**src/shared/mta_pkg.sv**
```systemverilog
// Purpose: Shared constants and types of the address-table aging and interrupt block
// Assumes: 100 MHz core clock, 32-bit AHB-Lite register bus
// Notes:   Register byte offsets, field positions, reset values and tick counts

package mta_pkg;

  // ****************************************************************
  // Widths
  // ****************************************************************
  localparam int unsigned MAC_W  = 48;
  localparam int unsigned FID_W  = 12;
  localparam int unsigned AGE_W  = 2;
  localparam int unsigned CLS_W  = 2;
  localparam int unsigned PORT_W = 5;
  localparam int unsigned N_CLS  = 4;
  localparam int unsigned PER_W  = 16;
  localparam int unsigned MC_BIT = 40;

  // ****************************************************************
  // Register byte offsets
  // ****************************************************************
  localparam logic [7:0] OFS_AGE_CFG0   = 8'h00;
  localparam logic [7:0] OFS_CTRL       = 8'h10;
  localparam logic [7:0] OFS_STATUS     = 8'h14;
  localparam logic [7:0] OFS_EVENT      = 8'h18;
  localparam logic [7:0] OFS_LOCAL_FILT = 8'h1C;
  localparam logic [7:0] OFS_VMAP       = 8'h20;
  localparam logic [7:0] OFS_IRQ_LATCH  = 8'h24;
  localparam logic [7:0] OFS_IRQ_MASK   = 8'h28;
  localparam logic [7:0] OFS_IRQ_VIEW   = 8'h2C;

  // ****************************************************************
  // Field positions
  // ****************************************************************
  localparam int unsigned AC_UNIT_LSB   = 0;
  localparam int unsigned AC_PER_LSB    = 4;
  localparam int unsigned AC_HOLD_BIT   = 31;
  localparam int unsigned CT_KICK       = 0;
  localparam int unsigned CT_ABORT      = 1;
  localparam int unsigned CT_HALT       = 2;
  localparam int unsigned CT_APPLY      = 3;
  localparam int unsigned CT_REMOTE     = 4;
  localparam int unsigned CT_AGE_PIN    = 5;
  localparam int unsigned CT_OPDONE     = 6;
  localparam int unsigned CT_AGEMAX_LSB = 8;
  localparam int unsigned ST_BUSY_BIT   = 16;
  localparam int unsigned EV_DONE       = 0;
  localparam int unsigned EV_BEGUN      = 1;
  localparam int unsigned EV_COUNTED    = 2;
  localparam int unsigned EV_PURGED     = 3;
  localparam int unsigned VM_VID_LSB    = 16;
  localparam int unsigned IRQ_RULE      = 0;
  localparam int unsigned IRQ_PORT      = 1;
  localparam int unsigned IRQ_GROUP     = 2;
  localparam int unsigned IRQ_SVC       = 3;
  localparam int unsigned IRQ_OPDONE    = 4;
  localparam int unsigned IRQ_N         = 5;

  // ****************************************************************
  // Reset values
  // ****************************************************************
  localparam logic [AGE_W-1:0] AGE_MAX_RST  = 2'h1;
  localparam logic [31:0]      LOCAL_FILT_RST = 32'h0000_0000;

  // ****************************************************************
  // Tick units and timing
  // ****************************************************************
  localparam logic [1:0]  UNIT_OFF = 2'h0;
  localparam logic [1:0]  UNIT_US  = 2'h1;
  localparam logic [1:0]  UNIT_MS  = 2'h2;
  localparam logic [1:0]  UNIT_S   = 2'h3;
  localparam int unsigned CLK_NS   = 10;
  localparam int unsigned US_NS    = 1000;
  localparam int unsigned US_CYC   = US_NS / CLK_NS;
  localparam int unsigned UNIT_MUL = 1000;

  // ****************************************************************
  // Types
  // ****************************************************************
  typedef struct packed {
    logic              valid;
    logic              pinned;
    logic              remote;
    logic [CLS_W-1:0]  cls;
    logic [AGE_W-1:0]  age;
    logic [PORT_W-1:0] port;
    logic [FID_W-1:0]  filtering_group_id;
    logic [MAC_W-1:0]  mac;
  } mta_entry_t;

  typedef struct packed {
    logic             hold;
    logic [PER_W-1:0] period;
    logic [1:0]       unit;
  } mta_age_cfg_t;

  typedef struct packed {
    logic [7:0] addr;
    logic       write;
  } mta_ahb_req_t;

  typedef enum logic [1:0] {
    SW_IDLE = 2'b01,
    SW_SCAN = 2'b10
  } mta_sweep_state_t;

endpackage

```
**src/verilog/mta_age_timer.sv**
```systemverilog
// Purpose: Sweep period timer for one age-interval class
// Assumes: Tick enables are one-cycle pulses from the shared divider
// Notes:   Count freezes while held and clears while the unit is off

`timescale 1ns/1ns

module mta_age_timer
  import mta_pkg::*;
(
  // Clock and reset
  input  wire logic         hclk,
  input  wire logic         hresetn,
  // Tick enables
  input  wire logic         tick_us,
  input  wire logic         tick_ms,
  input  wire logic         tick_s,
  // Configuration
  input  wire mta_age_cfg_t cfg,
  // Sweep request pulse
  output logic              fire
);

  logic [PER_W-1:0] cnt_r;
  logic             tick;
  logic             last;

  always_comb begin
    unique case (cfg.unit)
      UNIT_US: tick = tick_us;
      UNIT_MS: tick = tick_ms;
      UNIT_S:  tick = tick_s;
      default: tick = 1'b0;
    endcase
  end

  assign last = (cnt_r + PER_W'(1)) >= cfg.period;
  assign fire = tick & !cfg.hold & (cfg.unit != UNIT_OFF) & last;

  always_ff @(posedge hclk or negedge hresetn) begin
    if (!hresetn) begin
      cnt_r <= '0;
    end else if (cfg.unit == UNIT_OFF) begin
      cnt_r <= '0;
    end else if (tick && !cfg.hold) begin
      cnt_r <= last ? '0 : cnt_r + PER_W'(1);
    end
  end

endmodule

```
**src/verilog/mta_aging.sv**
```systemverilog
// Purpose: Address-table store with source-hit activity clear, periodic aging sweep,
//          and analyzer interrupt latch, mask and view, behind an AHB-Lite slave
// Assumes: Learning path inserts entries and presents source lookups one per cycle
// Notes:   One table row is swept per clock cycle
//
// How it works
// - Entries keyed by address and group id
// - Group sharing applies to unicast only
// - Source hit clears activity counter
// - Pinned entries cleared only if enabled
// - Sweep considers unpinned entries only
// - At maximum delete, else count up
// - Four timers, one per interval class
// - Period from tick unit and tick count
// - Unit size zero stops periodic aging
// - Hold bit pauses, release resumes
// - Kick starts, abort stops sweep at once
// - Finish current sweep, then start none from timers
// - Port and remote filters when applied
// - Next row, busy, begun and done flags
// - Sticky flags for count-up and delete
// - Timers repeat sweeps without software
// - Sticky sources, mask, active view
// - Rule hit with irq action raises source
// - Port quota exceed raises source if enabled
// - Group quota exceed raises source if enabled
// - Service quota exceed raises if enabled
// - Table operation done raises if enabled
//
// Added by the designer: the placing of the registers and the AHB-Lite interface to the registers.

`timescale 1ns/1ns

module mta_aging
  import mta_pkg::*;
#(
  parameter int unsigned ROWS   = 16,
  parameter int unsigned ROW_W  = 4,
  parameter int unsigned N_VLAN = 64,
  parameter int unsigned VID_W  = 6
) (
  // Clock and reset
  input  wire logic              hclk,
  input  wire logic              hresetn,
  // AHB-Lite slave
  input  wire logic              hsel,
  input  wire logic [31:0]       haddr,
  input  wire logic [1:0]        htrans,
  input  wire logic              hwrite,
  input  wire logic [2:0]        hsize,
  input  wire logic [31:0]       hwdata,
  input  wire logic              hready,
  output logic                   hreadyout,
  output logic                   hresp,
  output logic [31:0]            hrdata,
  // Source lookup from the learning path
  input  wire logic              src_valid,
  input  wire logic [MAC_W-1:0]  src_mac,
  input  wire logic [VID_W-1:0]  src_vid,
  output logic                   src_known,
  // Entry insert from the learning path
  input  wire logic              ins_valid,
  input  wire logic [ROW_W-1:0]  ins_row,
  input  wire mta_entry_t        ins_entry,
  // Interrupt sources
  input  wire logic              rule_hit,
  input  wire logic              rule_hit_irq_req,
  input  wire logic              port_exceed,
  input  wire logic              port_exceed_irq_en,
  input  wire logic              group_exceed,
  input  wire logic              group_exceed_irq_en,
  input  wire logic              svc_exceed,
  input  wire logic              svc_exceed_irq_en,
  input  wire logic              table_op_done,
  // Interrupt output
  output logic                   analyzer_irq
);

  // ****************************************************************
  // Declarations
  // ****************************************************************
  mta_entry_t       tab_r [ROWS];
  logic [FID_W-1:0] vlan_group_map_r [N_VLAN];
  mta_age_cfg_t     age_cfg_r [N_CLS];
  mta_ahb_req_t     req_r;
  mta_sweep_state_t state_r;

  logic             wr_ph_r;
  logic             rd_ph_r;
  logic             rd_rdy_r;
  logic [31:0]      hrdata_r;
  logic             acc;
  logic             wr_en;
  logic [31:0]      rd_mux;

  logic             finish_then_halt_r;
  logic             apply_port_filters_r;
  logic             remote_entry_filter_on_r;
  logic             age_pinned_entries_r;
  logic             op_done_irq_on_r;
  logic [AGE_W-1:0] age_max_r;
  logic [31:0]      local_port_filter_on_r;
  logic [VID_W-1:0] vm_sel_r;
  logic             sweep_kick;
  logic             sweep_abort;

  logic [3:0]       ev_r;
  logic [3:0]       ev_set;
  logic [IRQ_N-1:0] irq_source_latch_r;
  logic [IRQ_N-1:0] irq_source_mask_r;
  logic [IRQ_N-1:0] irq_set;
  logic [IRQ_N-1:0] irq_active_view;
  logic             analyzer_irq_r;

  logic [6:0]       us_cnt_r;
  logic [9:0]       ms_cnt_r;
  logic [9:0]       s_cnt_r;
  logic             tick_us;
  logic             tick_ms;
  logic             tick_s;
  logic [N_CLS-1:0] fire;
  logic [N_CLS-1:0] pend_r;
  logic [N_CLS-1:0] cls_r;
  logic [ROW_W-1:0] row_r;

  logic             start;
  logic             last_row;
  mta_entry_t       cur;
  logic             filt_ok;
  logic             cand;
  logic             clash;
  logic             do_up;
  logic             do_del;

  logic [FID_W-1:0] key_fid;
  logic             hit;
  logic [ROW_W-1:0] hit_row;
  logic             clear_ok;
  logic             src_known_r;

  // ****************************************************************
  // Address decode
  // ****************************************************************
  function automatic logic is_reg(input logic [7:0] a, input logic [7:0] ofs);
    return a == ofs;
  endfunction

  function automatic logic [7:0] cfg_ofs(input int unsigned i);
    return OFS_AGE_CFG0 + 8'(4 * i);
  endfunction

  // ****************************************************************
  // AHB-Lite slave: writes zero wait, reads one wait state
  // ****************************************************************
  assign acc       = hsel & hready & htrans[1];
  assign wr_en     = wr_ph_r;
  assign hreadyout = !(rd_ph_r & !rd_rdy_r);
  assign hresp     = 1'b0;
  assign hrdata    = hrdata_r;

  always_ff @(posedge hclk or negedge hresetn) begin
    if (!hresetn) begin
      req_r    <= '0;
      wr_ph_r  <= 1'b0;
      rd_ph_r  <= 1'b0;
      rd_rdy_r <= 1'b0;
    end else begin
      wr_ph_r  <= acc & hwrite;
      rd_rdy_r <= rd_ph_r & !rd_rdy_r;
      if (acc) begin
        req_r   <= '{addr: haddr[7:0], write: hwrite};
        rd_ph_r <= !hwrite;
      end else if (rd_rdy_r) begin
        rd_ph_r <= 1'b0;
      end
    end
  end

  always_ff @(posedge hclk or negedge hresetn) begin
    if (!hresetn) begin
      hrdata_r <= 32'h0000_0000;
    end else if (rd_ph_r && !rd_rdy_r) begin
      hrdata_r <= rd_mux;
    end
  end

  always_comb begin
    rd_mux = 32'h0000_0000;
    for (int i = 0; i < N_CLS; i++) begin
      if (is_reg(req_r.addr, cfg_ofs(i))) begin
        rd_mux[AC_HOLD_BIT]                 = age_cfg_r[i].hold;
        rd_mux[AC_PER_LSB +: PER_W]         = age_cfg_r[i].period;
        rd_mux[AC_UNIT_LSB +: 2]            = age_cfg_r[i].unit;
      end
    end
    if (is_reg(req_r.addr, OFS_CTRL)) begin
      rd_mux[CT_HALT]                 = finish_then_halt_r;
      rd_mux[CT_APPLY]                = apply_port_filters_r;
      rd_mux[CT_REMOTE]               = remote_entry_filter_on_r;
      rd_mux[CT_AGE_PIN]              = age_pinned_entries_r;
      rd_mux[CT_OPDONE]               = op_done_irq_on_r;
      rd_mux[CT_AGEMAX_LSB +: AGE_W]  = age_max_r;
    end
    if (is_reg(req_r.addr, OFS_STATUS)) begin
      rd_mux[ROW_W-1:0]   = row_r;
      rd_mux[ST_BUSY_BIT] = state_r == SW_SCAN;
    end
    if (is_reg(req_r.addr, OFS_EVENT))      rd_mux[3:0] = ev_r;
    if (is_reg(req_r.addr, OFS_LOCAL_FILT)) rd_mux = local_port_filter_on_r;
    if (is_reg(req_r.addr, OFS_VMAP)) begin
      rd_mux[VM_VID_LSB +: VID_W] = vm_sel_r;
      rd_mux[FID_W-1:0]           = vlan_group_map_r[vm_sel_r];
    end
    if (is_reg(req_r.addr, OFS_IRQ_LATCH)) rd_mux[IRQ_N-1:0] = irq_source_latch_r;
    if (is_reg(req_r.addr, OFS_IRQ_MASK))  rd_mux[IRQ_N-1:0] = irq_source_mask_r;
    if (is_reg(req_r.addr, OFS_IRQ_VIEW))  rd_mux[IRQ_N-1:0] = irq_active_view;
  end

  // ****************************************************************
  // Configuration registers
  // ****************************************************************
  always_ff @(posedge hclk or negedge hresetn) begin
    if (!hresetn) begin
      for (int i = 0; i < N_CLS; i++) begin
        age_cfg_r[i] <= '0;
      end
    end else if (wr_en) begin
      for (int i = 0; i < N_CLS; i++) begin
        if (is_reg(req_r.addr, cfg_ofs(i))) begin
          age_cfg_r[i] <= '{hold:   hwdata[AC_HOLD_BIT],
                            period: hwdata[AC_PER_LSB +: PER_W],
                            unit:   hwdata[AC_UNIT_LSB +: 2]};
        end
      end
    end
  end

  always_ff @(posedge hclk or negedge hresetn) begin
    if (!hresetn) begin
      finish_then_halt_r       <= 1'b0;
      apply_port_filters_r     <= 1'b0;
      remote_entry_filter_on_r <= 1'b0;
      age_pinned_entries_r     <= 1'b0;
      op_done_irq_on_r         <= 1'b0;
      age_max_r                <= AGE_MAX_RST;
      local_port_filter_on_r   <= LOCAL_FILT_RST;
      irq_source_mask_r        <= '0;
    end else if (wr_en) begin
      if (is_reg(req_r.addr, OFS_CTRL)) begin
        finish_then_halt_r       <= hwdata[CT_HALT];
        apply_port_filters_r     <= hwdata[CT_APPLY];
        remote_entry_filter_on_r <= hwdata[CT_REMOTE];
        age_pinned_entries_r     <= hwdata[CT_AGE_PIN];
        op_done_irq_on_r         <= hwdata[CT_OPDONE];
        age_max_r                <= hwdata[CT_AGEMAX_LSB +: AGE_W];
      end
      if (is_reg(req_r.addr, OFS_LOCAL_FILT)) local_port_filter_on_r <= hwdata;
      if (is_reg(req_r.addr, OFS_IRQ_MASK))   irq_source_mask_r <= hwdata[IRQ_N-1:0];
    end
  end

  // Self-clearing controls exist only as write pulses
  assign sweep_kick  = wr_en & is_reg(req_r.addr, OFS_CTRL) & hwdata[CT_KICK];
  assign sweep_abort = wr_en & is_reg(req_r.addr, OFS_CTRL) & hwdata[CT_ABORT];

  // Map is not reset; software loads each VLAN before use
  always_ff @(posedge hclk) begin
    if (wr_en && is_reg(req_r.addr, OFS_VMAP)) begin
      vlan_group_map_r[hwdata[VM_VID_LSB +: VID_W]] <= hwdata[FID_W-1:0];
    end
  end

  always_ff @(posedge hclk or negedge hresetn) begin
    if (!hresetn) begin
      vm_sel_r <= '0;
    end else if (wr_en && is_reg(req_r.addr, OFS_VMAP)) begin
      vm_sel_r <= hwdata[VM_VID_LSB +: VID_W];
    end
  end

  // ****************************************************************
  // Sticky events and interrupts: set wins over write-one-clear
  // ****************************************************************
  assign ev_set[EV_BEGUN]   = start;
  assign ev_set[EV_DONE]    = state_r == SW_SCAN && last_row && !sweep_abort;
  assign ev_set[EV_COUNTED] = do_up;
  assign ev_set[EV_PURGED]  = do_del;

  assign irq_set[IRQ_RULE]   = rule_hit & rule_hit_irq_req;
  assign irq_set[IRQ_PORT]   = port_exceed & port_exceed_irq_en;
  assign irq_set[IRQ_GROUP]  = group_exceed & group_exceed_irq_en;
  assign irq_set[IRQ_SVC]    = svc_exceed & svc_exceed_irq_en;
  assign irq_set[IRQ_OPDONE] = table_op_done & op_done_irq_on_r;
  assign irq_active_view     = irq_source_latch_r & irq_source_mask_r;
  assign analyzer_irq        = analyzer_irq_r;

  always_ff @(posedge hclk or negedge hresetn) begin
    if (!hresetn) begin
      ev_r <= '0;
    end else begin
      ev_r <= (ev_r & ~((wr_en && is_reg(req_r.addr, OFS_EVENT)) ? hwdata[3:0] : 4'h0))
              | ev_set;
    end
  end

  always_ff @(posedge hclk or negedge hresetn) begin
    if (!hresetn) begin
      irq_source_latch_r <= '0;
      analyzer_irq_r     <= 1'b0;
    end else begin
      irq_source_latch_r <= (irq_source_latch_r
                            & ~((wr_en && is_reg(req_r.addr, OFS_IRQ_LATCH))
                                ? hwdata[IRQ_N-1:0] : '0))
                            | irq_set;
      analyzer_irq_r     <= |irq_active_view;
    end
  end

  // ****************************************************************
  // Tick divider: microsecond, millisecond, second
  // ****************************************************************
  assign tick_us = us_cnt_r == 7'(US_CYC - 1);
  assign tick_ms = tick_us & (ms_cnt_r == 10'(UNIT_MUL - 1));
  assign tick_s  = tick_ms & (s_cnt_r == 10'(UNIT_MUL - 1));

  always_ff @(posedge hclk or negedge hresetn) begin
    if (!hresetn) begin
      us_cnt_r <= '0;
      ms_cnt_r <= '0;
      s_cnt_r  <= '0;
    end else begin
      us_cnt_r <= tick_us ? '0 : us_cnt_r + 7'h1;
      if (tick_us) ms_cnt_r <= tick_ms ? '0 : ms_cnt_r + 10'h1;
      if (tick_ms) s_cnt_r  <= tick_s ? '0 : s_cnt_r + 10'h1;
    end
  end

  generate
    for (genvar c = 0; c < N_CLS; c++) begin : g_timer
      mta_age_timer u_timer (
        .hclk    (hclk),
        .hresetn (hresetn),
        .tick_us (tick_us),
        .tick_ms (tick_ms),
        .tick_s  (tick_s),
        .cfg     (age_cfg_r[c]),
        .fire    (fire[c])
      );
    end
  endgenerate

  // ****************************************************************
  // Sweep control
  // ****************************************************************
  assign start    = state_r == SW_IDLE && (sweep_kick || (pend_r != '0 && !finish_then_halt_r));
  assign last_row = row_r == ROW_W'(ROWS - 1);

  always_ff @(posedge hclk or negedge hresetn) begin
    if (!hresetn) begin
      state_r <= SW_IDLE;
      pend_r  <= '0;
      cls_r   <= '0;
      row_r   <= '0;
    end else begin
      pend_r <= (start ? '0 : pend_r) | fire;
      unique case (state_r)
        SW_IDLE: begin
          if (start) begin
            state_r <= SW_SCAN;
            cls_r   <= sweep_kick ? {N_CLS{1'b1}} : pend_r;
            row_r   <= '0;
          end
        end
        SW_SCAN: begin
          if (sweep_abort || last_row) begin
            state_r <= SW_IDLE;
            row_r   <= '0;
          end else begin
            row_r <= row_r + ROW_W'(1);
          end
        end
      endcase
    end
  end

  // ****************************************************************
  // Sweep row action
  // ****************************************************************
  assign cur     = tab_r[row_r];
  assign filt_ok = !apply_port_filters_r
                   || (cur.remote ? remote_entry_filter_on_r
                                  : local_port_filter_on_r[cur.port]);
  assign cand    = state_r == SW_SCAN && !sweep_abort && cur.valid && !cur.pinned
                   && cls_r[cur.cls] && filt_ok;
  assign clash   = (clear_ok && hit_row == row_r) || (ins_valid && ins_row == row_r);
  assign do_del  = cand && !clash && cur.age == age_max_r;
  assign do_up   = cand && !clash && cur.age != age_max_r;

  // ****************************************************************
  // Source lookup
  // ****************************************************************
  assign key_fid = src_mac[MC_BIT] ? FID_W'(src_vid) : vlan_group_map_r[src_vid];

  always_comb begin
    hit     = 1'b0;
    hit_row = '0;
    for (int r = 0; r < ROWS; r++) begin
      if (!hit && tab_r[r].valid && tab_r[r].mac == src_mac && tab_r[r].filtering_group_id == key_fid) begin
        hit     = 1'b1;
        hit_row = ROW_W'(r);
      end
    end
  end

  assign clear_ok  = src_valid && hit && (!tab_r[hit_row].pinned || age_pinned_entries_r);
  assign src_known = src_known_r;

  always_ff @(posedge hclk or negedge hresetn) begin
    if (!hresetn) begin
      src_known_r <= 1'b0;
    end else begin
      src_known_r <= src_valid & hit;
    end
  end

  // ****************************************************************
  // Table store: insert over activity clear over sweep
  // ****************************************************************
  always_ff @(posedge hclk or negedge hresetn) begin
    if (!hresetn) begin
      for (int r = 0; r < ROWS; r++) begin
        tab_r[r] <= '0;
      end
    end else begin
      if (do_del) begin
        tab_r[row_r].valid <= 1'b0;
      end else if (do_up) begin
        tab_r[row_r].age <= cur.age + AGE_W'(1);
      end
      if (clear_ok) begin
        tab_r[hit_row].age <= '0;
      end
      if (ins_valid) begin
        tab_r[ins_row] <= ins_entry;
      end
    end
  end

endmodule
```
**config.mk**
```make
export PLATFORM = sky130hd
export DESIGN_NAME = mta_aging
export DESIGN_NICKNAME = d
export VERILOG_FILES = /design/src/shared/mta_pkg.sv /design/src/verilog/mta_age_timer.sv /design/src/verilog/mta_aging.sv
export SDC_FILE = /design/constraint.sdc
export NUM_CORES = 2
export LEC_CHECK = 0
export BUFFER_PORTS_ARGS = -buffer_cell sky130_fd_sc_hd__buf_2
export CAP_MARGIN = 15
export CORE_MARGIN = 2
export CORE_UTILIZATION = 51
export DETAILED_ROUTE_END_ITERATION = 8
export PLACE_DENSITY = 0.7
export SYNTH_ARGS = -nofsm -noshare
export SYNTH_HDL_FRONTEND = slang
export SYNTH_SLANG_ARGS = --single-unit
export TNS_END_PERCENT = 30
```
**constraint.sdc**
```tcl
create_clock -name hclk -period 4.95 [get_ports hclk]
set_input_delay 0 -clock hclk [delete_from_list [all_inputs] [get_ports hclk]]
set_output_delay 0 -clock hclk [all_outputs]
set_load 0.1 [all_outputs]
```
==> results.txt <==
Clock Tree Buf Depth - 3
sequential area share after synthesis - 52.3%
Post-synth EDFFs - 768
Die W - 474 um
Synth Register Bits - 2205
met3 WL - 52.6 mm
Leakage - 57.3 nW
Fin Setup TNS - -30100 ps
initial antenna violation count - 41
grt ovf - 0
HP Class - in -> reg
power per cell area - 403 nW/um^2
Startpoint Class - flip-flop
clk sink count - 2205
drt pass-1 iters - 8
share of the clock period used by the worst path - 114%
top layer in use - met5
layout cells sized above 1 - 32.9%
Max H-tree Level - 4
most frequent cells in the layout - nand2_1, dfrtp_1, buf_4
Final setup violation count - 50
CP arrival - 6380 ps
failing checks - negative setup slack
routed vias - 90267
WL final - 465 mm
Cell Area, Synth - 113000 sq um
status - finished, violations left
worst-margin pin slew - 1290 ps
commonest non-fill, non-tap cell in the layout - nand2_1
Synth Warn # - 0
root buffer cell - clkbuf_16
metal1 wirelength - 166 mm
DP HPWL - 319 mm
met2 wire length - 204 mm
Final Max Tran Viols - 0
ys flop type - dfrtp_1
Die ar. - 225000 sq um
Site Rows - 172
Setup Crit Path Kind - reg -> reg
Layout fillers - 16680
largest net degree at the start of global routing - 140
crit-path max FO - 7
Area Growth Syn to Fin - 22.4%
TritonCTS buffer count - 230
Vias/cell - 6.54
unrepaired setup endpoints after global routing - true
Avg Inst Size Synth - 12.3 sq um
drt wl/cell - 33.7 um
peak supply drop - 424 uV
Clock transition at path regs - 60 ps
I/O Buffers - 221
DRT iter0 DRCs - 12826
max frequency - 177 MHz
number of global-route vias before repair - 89760
Hold Slack - 40.9 ps
Cells after Synth - 9185
Tmin final - 5660 ps
CP required - 5670 ps
GPL Wtd Cong - 1.03
CTS tree - built
crit end category - flip-flop
IO Pins - 251
first-pass GRT wire length - 656 mm
latest clock arrival within the worst-skew pair - 930 ps
Relative slew margins - 12.6%
Syn Nets - 9475
final worst slack - -708 ps
GRT Total Usage - 41.0%
max-cap violations - 0
Final Hold Viols - 0
Die Span Y - 474 um
asr flop ratio synth - 65.2%
DR DRC count - 0
Cell variety after synth - 121
Core ar. - 220000 sq um
Initial Utilization - 51.3%
clock skew - 106 ps
final net count - 10898
post-route ant nets - 0
## final cells by class
cell class / instances / area (sq um) / area share (%)
Multi-Input combinational cell: 6218 / 51800 / 37.5
Inverter: 180 / 676 / 0.489
Tap cell: 2958 / 3700 / 2.68
Sequential cell: 2205 / 59000 / 42.8
Clock buffer: 284 / 6230 / 4.51
Clock inverter: 145 / 1800 / 1.31
Antenna cell: 32 / 80.1 / 0.0580
Timing Repair Buffer: 1773 / 14700 / 10.7
## metrics by stage
stage / util (%) / power, mW / std cells / cell area [sq um] / setup slack, ps
3_3_place_gp: 57.6 / 36.1 / 13112 / 126000 / -1980
5_1_grt: 62.8 / 57.3 / 13767 / 138000 / -816
4_1_cts: 62.6 / 55.2 / 13750 / 138000 / -589
2_1_floorplan: - / 30.4 / 9185 / 113000 / -6.53
3_5_place_dp: 57.6 / 36.5 / 13113 / 126000 / -1210
6_report: 62.8 / 55.7 / 13795 / 138000 / -708
## sequential cells by signal, summed over array words and instances, names as in the netlist, 8 cells and up
name / cells
ms_cnt_r: 10
local_port_filter_on_r: 32
g_timer.u_timer.cnt_r: 64
vlan_group_map_r: 768
tab_r: 1152
hrdata: 32
age_cfg_r: 76
req_r: 8
s_cnt_r: 10
## repair_timing
| action | in CTS | in global routing |
|---|---|---|
| setup buffers | 24 | 12 |
| cloned | 4 | 0 |
| hold buffers | 182 | 0 |
| resized for setup | 174 | 55 |
| endpoints found under the hold margin | 3468 | 0 |
| pin swaps | 75 | 47 |
| setup endpoints to repair | 50 | 50 |
## path summary, 6_finish.rpt
kind | start | end | slack [ps] | cells past startpoint
max | vlan_group_map_r[31][11] | tab_r[858] | -710 | 21
min | ins_entry[68] | tab_r[1076] | 40 | 4
min in group asynchronous | hresetn | tab_r[936] | 480 | 4
max reg2reg | vlan_group_map_r[31][11] | tab_r[858] | -710 | 21
max in group asynchronous | hresetn | tab_r[756] | 3480 | 4
min reg2reg | tab_r[206] | tab_r[206] | 470 | 2
## logic make-up after synthesis
family	synth area share, %
and+or+nand+nor	12.6
DFF	52.3
muxes	19.3
xor gates and xnor gates	7.01
AOI/OAI and AO/OA	5.03
buffers and inverters	2.87
adders and majority gates	0.832
other	0.00332
## cells in the mapped netlist, types with 18 or more instances
cell type | instances | area [sq um]
dfrtp_1 | 1435 | 35900
clkbuf_1 | 418 | 1570
a2111oi_0 | 23 | 201
nor3b_1 | 23 | 173
nand4b_1 | 21 | 184
nor2b_1 | 89 | 557
a22oi_1 | 72 | 541
o2111ai_1 | 37 | 324
a21o_1 | 60 | 450
buf_2 | 34 | 170
or4_1 | 33 | 248
xnor2_1 | 507 | 4440
or3_1 | 18 | 113
edfxtp_1 | 768 | 23100
o21ai_0 | 156 | 781
nor4_1 | 185 | 1160
mux4_2 | 447 | 10100
a31oi_1 | 24 | 150
a32o_1 | 27 | 270
o21ai_1 | 18 | 90.1
and4_1 | 18 | 158
nand3_1 | 160 | 801
buf_6 | 24 | 270
nor3_1 | 121 | 606
inv_1 | 177 | 664
a21oi_1 | 90 | 450
ha_1 | 75 | 938
nor2_1 | 300 | 1130
nand4_1 | 208 | 1300
nor4b_1 | 27 | 236
mux2i_1 | 147 | 1470
a22o_1 | 32 | 280
xor2_1 | 394 | 3450
and2_1 | 22 | 138
a211oi_1 | 25 | 188
o22ai_1 | 34 | 213
and3_1 | 43 | 269
a221oi_1 | 21 | 184
nand2b_1 | 121 | 757
nand2_1 | 1482 | 5560
buf_1 | 82 | 308
mux2_2 | 884 | 9950
o211ai_1 | 22 | 165
## routing by layer
layer  global-route usage (%)  up-vias
met2                     61.2     6470
li1                         -    36392
met3                     10.6     1769
met5                        0        -
met1                     51.4    45614
met4                     31.1       22
## worst max-delay path, cell delays in order (launching register included)
cell      delay [ps]
edfxtp_1         400
mux4_2           520
mux4_2           530
o22ai_4          180
nor3_4           100
a31o_4           320
buf_12           160
xnor2_1          120
nand3_1          250
nor4_4           110
buf_4            170
or4b_4           550
buf_4            170
nand2b_1         180
o21bai_4         220
mux2_2           360
o211ai_1         260
or2_1            190
buf_12           140
buf_6            150
a41oi_4          120
a22o_1           250
## power by group
group | leakage [nW] | switching (mW) | internal, mW
Sequential | 24.8 | 2.05 | 21.3
Clock | 3.93 | 7.87 | 10.6
Combinational | 28.6 | 7.65 | 6.24
Total | 57.3 | 17.6 | 38.1
No activity file was read; power rests on OpenSTA's default activity.
